`src/hdl/line_term_pkg.sv`:
```
// constants for the usb line termination control block
// assumes a plain single-word register port on mclk_i
package line_term_pkg;
	localparam int unsigned ADDR_W = 4;
	localparam int unsigned DATA_W = 32;
	localparam int unsigned CTRL_W = 8;
	// -----------------------------------------------------------------
	// register map
	// -----------------------------------------------------------------
	localparam logic [3:0] TERM_CTRL_OFF = 4'h0;
	localparam logic [3:0] TERM_STAT_OFF = 4'h4;
	localparam logic [7:0] TERM_CTRL_RESET = 8'h00;
	// -----------------------------------------------------------------
	// field positions
	// -----------------------------------------------------------------
	localparam int unsigned DPLUS_PULLUP_BIT = 7;
	localparam int unsigned DMINUS_PULLUP_BIT = 6;
	localparam int unsigned DPLUS_PULLDOWN_BIT = 5;
	localparam int unsigned DMINUS_PULLDOWN_BIT = 4;
	localparam int unsigned VBUS_POWER_BIT = 3;
	localparam int unsigned SW_SELECT_BIT = 2;
	localparam int unsigned VBUS_CHARGE_BIT = 1;
	localparam int unsigned VBUS_DISCHARGE_BIT = 0;
	typedef enum logic [1:0] {
		OWNER_HW = 2'b01,
		OWNER_SW = 2'b10
	} owner_t;
endpackage : line_term_pkg

```
`src/hdl/term_bus_if.sv`:
```
// carrier between the register file and the termination mux
// assumes both ends on mclk_i
`timescale 1ns/1ps
interface term_bus_if;
	logic [3:0] sw_res;
	logic [3:0] hw_res;
	logic sw_sel;
	logic [3:0] res_en;
	modport ctrl(output sw_res, output hw_res, output sw_sel, input res_en);
	modport mux(input sw_res, input hw_res, input sw_sel, output res_en);
endinterface : term_bus_if

```
`src/hdl/term_mux.sv`:
```
// resistor enable selection between software and usb hardware
// assumes registered inputs from the control register
`timescale 1ns/1ps
module term_mux (
	input wire logic mclk_i,
	input wire logic rstn_i,
	term_bus_if.mux bus
);
	import line_term_pkg::*;
	logic [3:0] res_en_q;
	logic [3:0] res_en_d;
	// -----------------------------------------------------------------
	// selection
	// -----------------------------------------------------------------
	// owner select
	assign res_en_d = bus.sw_sel ? bus.sw_res : bus.hw_res;
	always_ff @(posedge mclk_i or negedge rstn_i) begin
		if (!rstn_i) begin
			res_en_q <= 4'h0;
		end else begin
			res_en_q <= res_en_d;
		end
	end
	assign bus.res_en = res_en_q;
	a_mux_owner: assert property (@(posedge mclk_i) disable iff (!rstn_i) 1'b1 ##1
		bus.res_en == ($past(bus.sw_sel) ? $past(bus.sw_res) : $past(bus.hw_res)))
		else $error("resistor enables do not follow selected owner");
endmodule : term_mux

```
`src/hdl/usb_line_termination_control.sv`:
```
// usb line termination control register and its line controls
// assumes usb hardware requests arrive from outside on another domain
//
// Behaviour
// - bits 31 to 8 read as zero and ignore writes.
// - bit 7 enables the d+ pull-up.
// - bit 6 enables the d- pull-up.
// - bit 5 enables the d+ pull-down.
// - bit 4 enables the d- pull-down.
// - bit 3 powers vbus.
// - bit 2 gives the four resistor enables to software, else to usb hardware.
// - bit 1 charges vbus through a pull-up.
// - bit 0 discharges vbus through a pull-down.
`timescale 1ns/1ps
module usb_line_termination_control (
	input wire logic mclk_i,
	input wire logic rstn_i,
	input wire logic [line_term_pkg::ADDR_W-1:0] addr_i,
	input wire logic [line_term_pkg::DATA_W-1:0] wdata_i,
	input wire logic wr_i,
	input wire logic rd_i,
	output logic [line_term_pkg::DATA_W-1:0] rdata_o,
	input wire logic [3:0] hw_res_req_i,
	output logic dplus_pullup_enable_o,
	output logic dminus_pullup_enable_o,
	output logic dplus_pulldown_enable_o,
	output logic dminus_pulldown_enable_o,
	output logic vbus_power_enable_o,
	output logic vbus_charge_enable_o,
	output logic vbus_discharge_enable_o
);
	import line_term_pkg::*;
	logic [CTRL_W-1:0] ctrl_q;
	logic [CTRL_W-1:0] ctrl_d;
	logic [DATA_W-1:0] rdata_q;
	logic [DATA_W-1:0] rdata_d;
	logic [3:0] hw_meta_q;
	logic [3:0] hw_sync_q;
	owner_t owner;
	wire ctrl_hit;
	wire stat_hit;
	wire ctrl_wr;
	logic [DATA_W-1:0] ctrl_word;
	logic [DATA_W-1:0] stat_word;
	term_bus_if tb ();
	// -----------------------------------------------------------------
	// helpers
	// -----------------------------------------------------------------
	// control byte widened to the bus word; bits above it always read zero
	function automatic logic [DATA_W-1:0] widen_ctrl(input logic [CTRL_W-1:0] c);
		return {{(DATA_W-CTRL_W){1'h0}}, c};
	endfunction : widen_ctrl
	// resistor requests in {d+ up, d- up, d+ down, d- down} order
	function automatic logic [3:0] res_field(input logic [CTRL_W-1:0] c);
		return {c[DPLUS_PULLUP_BIT], c[DMINUS_PULLUP_BIT],
			c[DPLUS_PULLDOWN_BIT], c[DMINUS_PULLDOWN_BIT]};
	endfunction : res_field
	// -----------------------------------------------------------------
	// hardware request synchroniser
	// -----------------------------------------------------------------
	always_ff @(posedge mclk_i or negedge rstn_i) begin
		if (!rstn_i) begin
			hw_meta_q <= 4'h0;
			hw_sync_q <= 4'h0;
		end else begin
			hw_meta_q <= hw_res_req_i;
			hw_sync_q <= hw_meta_q;
		end
	end
	// -----------------------------------------------------------------
	// register decode
	// -----------------------------------------------------------------
	assign ctrl_hit = (addr_i == TERM_CTRL_OFF);
	assign stat_hit = (addr_i == TERM_STAT_OFF);
	assign ctrl_wr = wr_i && ctrl_hit;
	assign ctrl_d = ctrl_wr ? wdata_i[CTRL_W-1:0] : ctrl_q;
	always_ff @(posedge mclk_i or negedge rstn_i) begin
		if (!rstn_i) begin
			ctrl_q <= TERM_CTRL_RESET;
		end else begin
			ctrl_q <= ctrl_d;
		end
	end
	// status word shows the live resistor enables and owner
	assign ctrl_word = widen_ctrl(ctrl_q);
	assign stat_word = {27'h000_0000, ctrl_q[SW_SELECT_BIT], tb.res_en};
	assign rdata_d = !rd_i ? 32'h0000_0000 :
		ctrl_hit ? ctrl_word :
		stat_hit ? stat_word : 32'h0000_0000;
	always_ff @(posedge mclk_i or negedge rstn_i) begin
		if (!rstn_i) begin
			rdata_q <= 32'h0000_0000;
		end else begin
			rdata_q <= rdata_d;
		end
	end
	assign rdata_o = rdata_q;
	// -----------------------------------------------------------------
	// termination ownership
	// -----------------------------------------------------------------
	// owner choice
	assign owner = ctrl_q[SW_SELECT_BIT] ? OWNER_SW : OWNER_HW;
	assign tb.sw_sel = (owner == OWNER_SW);
	assign tb.sw_res = res_field(ctrl_q);
	assign tb.hw_res = hw_sync_q;
	// mux adds one cycle so a hand-over never glitches the resistors
	term_mux u_mux (
		.mclk_i(mclk_i),
		.rstn_i(rstn_i),
		.bus(tb)
	);
	// -----------------------------------------------------------------
	// line outputs
	// -----------------------------------------------------------------
	// d+ pull-up
	assign dplus_pullup_enable_o = tb.res_en[3];
	assign dminus_pullup_enable_o = tb.res_en[2];
	assign dplus_pulldown_enable_o = tb.res_en[1];
	assign dminus_pulldown_enable_o = tb.res_en[0];
	assign vbus_power_enable_o = ctrl_q[VBUS_POWER_BIT];
	assign vbus_charge_enable_o = ctrl_q[VBUS_CHARGE_BIT];
	assign vbus_discharge_enable_o = ctrl_q[VBUS_DISCHARGE_BIT];
	// -----------------------------------------------------------------
	// checks
	// -----------------------------------------------------------------
	// pin groups, so a wiring slip behind the flops is caught too
	logic [3:0] res_out;
	logic [2:0] vbus_out;
	assign res_out = {dplus_pullup_enable_o, dminus_pullup_enable_o,
		dplus_pulldown_enable_o, dminus_pulldown_enable_o};
	assign vbus_out = {vbus_power_enable_o, vbus_charge_enable_o, vbus_discharge_enable_o};
	a_upper_read_zero: assert property (@(posedge mclk_i) disable iff (!rstn_i)
		rd_i |=> rdata_o[31:8] == 24'h00_0000)
		else $error("upper read bits not zero");
	a_idle_read_zero: assert property (@(posedge mclk_i) disable iff (!rstn_i)
		!rd_i |=> rdata_o == 32'h0000_0000)
		else $error("read data not zero outside a read");
	a_ctrl_read_back: assert property (@(posedge mclk_i) disable iff (!rstn_i)
		rd_i && ctrl_hit |=> rdata_o == widen_ctrl($past(ctrl_q)))
		else $error("control read does not return the stored byte");
	a_unmapped_read: assert property (@(posedge mclk_i) disable iff (!rstn_i)
		rd_i && !ctrl_hit && !stat_hit |=> rdata_o == 32'h0000_0000)
		else $error("unmapped read not zero");
	a_ctrl_write_low: assert property (@(posedge mclk_i) disable iff (!rstn_i)
		ctrl_wr |=> ctrl_q == $past(wdata_i[CTRL_W-1:0]))
		else $error("control write not stored");
	a_ctrl_hold: assert property (@(posedge mclk_i) disable iff (!rstn_i)
		!ctrl_wr |=> $stable(ctrl_q))
		else $error("control changed without a control write");
	a_dplus_pullup_sw: assert property (@(posedge mclk_i) disable iff (!rstn_i)
		ctrl_wr && wdata_i[2] |-> ##2 dplus_pullup_enable_o == $past(wdata_i[7], 2))
		else $error("d+ pull-up not from software bit");
	a_dminus_pullup_sw: assert property (@(posedge mclk_i) disable iff (!rstn_i)
		ctrl_wr && wdata_i[2] |-> ##2 dminus_pullup_enable_o == $past(wdata_i[6], 2))
		else $error("d- pull-up not from software bit");
	a_dplus_pulldn_sw: assert property (@(posedge mclk_i) disable iff (!rstn_i)
		ctrl_wr && wdata_i[2] |-> ##2 dplus_pulldown_enable_o == $past(wdata_i[5], 2))
		else $error("d+ pull-down not from software bit");
	a_dminus_pulldn_sw: assert property (@(posedge mclk_i) disable iff (!rstn_i)
		ctrl_wr && wdata_i[2] |-> ##2 dminus_pulldown_enable_o == $past(wdata_i[4], 2))
		else $error("d- pull-down not from software bit");
	a_vbus_power_on: assert property (@(posedge mclk_i) disable iff (!rstn_i)
		ctrl_wr |=> vbus_power_enable_o == $past(wdata_i[3]))
		else $error("vbus power not following write");
	a_vbus_hold: assert property (@(posedge mclk_i) disable iff (!rstn_i)
		!ctrl_wr |=> $stable(vbus_out))
		else $error("vbus controls changed without a control write");
	a_sw_owner_lines: assert property (@(posedge mclk_i) disable iff (!rstn_i)
		ctrl_q[SW_SELECT_BIT] |=> res_out == $past(res_field(ctrl_q)))
		else $error("software owner not driving resistors");
	a_hw_owner_path: assert property (@(posedge mclk_i) disable iff (!rstn_i)
		!ctrl_q[SW_SELECT_BIT] |=> res_out == $past(hw_sync_q))
		else $error("hardware owner not driving resistors");
	a_stat_read_back: assert property (@(posedge mclk_i) disable iff (!rstn_i)
		rd_i && stat_hit |=>
		rdata_o == {27'h000_0000, $past(ctrl_q[SW_SELECT_BIT]), $past(tb.res_en)})
		else $error("status read does not show owner and enables");
	a_vbus_charge_on: assert property (@(posedge mclk_i) disable iff (!rstn_i)
		ctrl_wr |=> vbus_charge_enable_o == $past(wdata_i[1]))
		else $error("vbus charge not following write");
	a_vbus_discharge_on: assert property (@(posedge mclk_i) disable iff (!rstn_i)
		ctrl_wr |=> vbus_discharge_enable_o == $past(wdata_i[0]))
		else $error("vbus discharge not following write");
	a_reset_clear_ctrl: assert property (@(posedge mclk_i)
		$rose(rstn_i) |-> ctrl_q == 8'h00)
		else $error("control not cleared by reset");
	a_lines_off_reset: assert property (@(posedge mclk_i)
		!rstn_i |=> {res_out, vbus_out} == 7'h00)
		else $error("line controls not off during reset");
	a_read_zero_reset: assert property (@(posedge mclk_i)
		!rstn_i |=> ctrl_q == TERM_CTRL_RESET && rdata_o == 32'h0000_0000)
		else $error("register not cleared during reset");
endmodule : usb_line_termination_control

```
`config.mk`:
```
export PLATFORM = sky130hd
export DESIGN_NAME = usb_line_termination_control
export DESIGN_NICKNAME = d
export VERILOG_FILES = /design/src/hdl/line_term_pkg.sv /design/src/hdl/term_bus_if.sv /design/src/hdl/term_mux.sv /design/src/hdl/usb_line_termination_control.sv
export SDC_FILE = /design/constraint.sdc
export NUM_CORES = 1
export LEC_CHECK = 0
export ABC_CLOCK_PERIOD_IN_PS = 2350
export BUFFER_PORTS_ARGS = -buffer_cell sky130_fd_sc_hd__clkbuf_2
export CORE_UTILIZATION = 35
export DETAILED_ROUTE_END_ITERATION = 8
export GPL_TIMING_DRIVEN = 0
export HOLD_SLACK_MARGIN = 0.02
export PLACE_DENSITY = 0.71
export RECOVER_POWER = 50
export SYNTH_ARGS = -nofsm -noshare
export SYNTH_HDL_FRONTEND = slang
export SYNTH_SLANG_ARGS = --single-unit
```
`constraint.sdc`:
```
create_clock -name mclk_i -period 2.35 [get_ports mclk_i]
set_clock_uncertainty 0.1 [all_clocks]
set_input_delay 0.235 -clock mclk_i [delete_from_list [all_inputs] [get_ports mclk_i]]
set_output_delay 0.235 -clock mclk_i [all_outputs]
set_load 0.01 [all_outputs]
```
==> metrics.csv <==
metric;value;unit
status;completed;
post_cts_resized;0;
antenna_found_initial;0;
slew_headroom;55.2;%
die_w;59.1;um
clock_power_share;22.5;%
root_buffer;clkbuf_4;
vias;719;
fmax;821;MHz
cp.required;2020;ps
setup_viol;0;
postCtsSetupBuffers;0;
start_util;37.0;%
min_period;1220;ps
area_delta_synth_final;37.4;%
power.switching;251;uW
max_stage_delay;420;ps
netlist_area;0.00114;mm2
crit_fanout;3;
grt_pass1_wl;2.62;mm
ys_types;13;
fin_area;0.00157;mm2
cts_max_level;1;
grt_overflow;0;
grt_usage;10.6;%
drive_gt1_share;49.3;%
slew_violations;0;
swShare;25.2;%
nNetsFinal;195;
drt_first_pass_iters;2;
ys_warn_count;0;
hpwlAfterDp;1.31;mm
cts_hold_buf;5;
start_kind;flip-flop;
hold_viol;0;
die_h;59.1;um
row_count;20;
synth.avg_cell_area;14.2;um2
die_area;0.00349;mm2
synth_cells;80;
dpl-instance-area;0.00145;mm2
clk_pin_slew;140;ps
drt_iter0_drc;6;
crit_arrival;880;ps
min_period_over_period;51.8;%
critical_path_class;flip-flop to output port;
io_buffers;34;
grt_max_degree;29;
wl;1.80;mm
path_buf_inv;1;
antenna_cells;0;
ant_nets;0;
drv_cap;0;
regArea;701;um2
p_int;746;uW
p_leak;0.848;nW
rsz0062_at_grt;false;
tns;0;ps
clock-sinks;28;
end_kind;output port;
hold_path_class;input port to flip-flop;
cp_top_family;flip-flops;
n_fill_cell;300;
path_cells;clkbuf_2;
core-area;0.00308;mm2
slowest_stage;dfrtp_1;
drcViolationCount;0;
wl_per_cell;9.28;um
worst_pin_slew;672;ps
clk_latency;320;ps
place.gp.congestion;0.667;
synth-seq-cells;28;
p_comb_share;20.2;%
power_frac_seq;57.3;%
power_density;636;mW/mm2
via_per_inst;3.71;
cts_buffers;3;
cts_buffer_depth;2;
peakVddDrop;0.427;mV
grt_pass1_vias;633;
io_pins;83;
multi_input_area;328;um2
cts_tree;done;
yosysSeqAreaShare;61.5;%
==> per-stage QoR <==
step                hold slack (ps)  util (%)  setup slack, ps  total power, mW  instances
global route                   21.4      50.9             1070             1.06        194
detailed placement              204      47.2              975            0.773        181
global placement                181      47.2             1010            0.764        181
CTS                            29.6      50.0             1120             1.00        190
finish                         39.0      50.9             1130            0.997        194
floorplan                      -161         -             1220            0.698        103
==> routing by layer <==
layer,vias to the layer above,global-route usage [%],wire (um)
met5,-,0,0
met4,0,3.06,12
met3,2,4.59,120
met2,32,19.5,972
met1,328,10.8,694
li1,357,-,-
==> cell type report <==
class	instances	share of cell area [%]
sequential	28	44.7
buffer	26	12.0
tap	44	3.51
timing repair buffer	43	16.5
clock buffer	4	2.32
multi-input combinational	49	20.9
==> power groups by stage <==
stage	Clock (mW)	Combinational, mW	Sequential, mW
after floorplan	0	0.109	0.590
final	0.224	0.201	0.571
after global routing	0.258	0.221	0.579
after CTS	0.234	0.200	0.571
after global placement	0	0.187	0.577
after detailed placement	0	0.192	0.581
==> synth_stat cells <==
cell	n	area share (%)
buf_4	24	16
conb_1	1	0.33
nor4b_2	1	1.3
nand2b_1	1	0.55
a22o_1	5	3.8
and2_1	3	1.6
mux2_2	12	12
nand3b_2	1	0.99
dfrtp_1	28	61
clkbuf_2	1	0.44
nor2b_1	1	0.55
nor3_2	1	0.88
clkbuf_1	1	0.33
==> registers in the layout, summed over array words and instances (netlist names) <==
signal and flops:
ctrl_q 8, rdata_o 8, hw_meta_q 4, hw_sync_q 4, u_mux.bus.res_en 4
==> layout by cell type, fill, tap and decap left out, drive strengths merged <==
cell type / n
conb: 24
buf: 24
dfrtp: 28
nand3b: 1
nor4b: 1
clkbuf: 40
nand2b: 1
mux2: 12
nor3: 1
dlygate4sd3: 9
nor2b: 1
and2: 3
a22o: 5
==> cell families after synthesis <==
logic type / after synthesis / synth area share (%)
compound gates: 5 / 3.84
buf+inv: 26 / 16.6
flops: 28 / 61.5
other cells: 1 / 0.329
simple gates: 8 / 5.93
mux: 12 / 11.9
==> worst paths after layout <==
check | startpoint | endpoint | slack (ps) | depth (start not counted)
setup / recovery | ctrl_q[1]$_DFFE_PN0P_ | vbus_charge_enable_o | 1130 | 1
hold / removal | wdata_i[2] | ctrl_q[2]$_DFFE_PN0P_ | 40 | 2
setup reg to reg | ctrl_q[2]$_DFFE_PN0P_ | u_mux.bus.res_en[3]$_DFF_PN0_ | 1150 | 2
hold reg to reg | hw_meta_q[3]$_DFF_PN0_ | hw_sync_q[3]$_DFF_PN0_ | 260 | 0
max in group asynchronous | rstn_i | hw_sync_q[0]$_DFF_PN0_ | 1360 | 2
min in group asynchronous | rstn_i | ctrl_q[3]$_DFFE_PN0P_ | 360 | 2
Note: power is estimated with default switching activity, not from simulation.
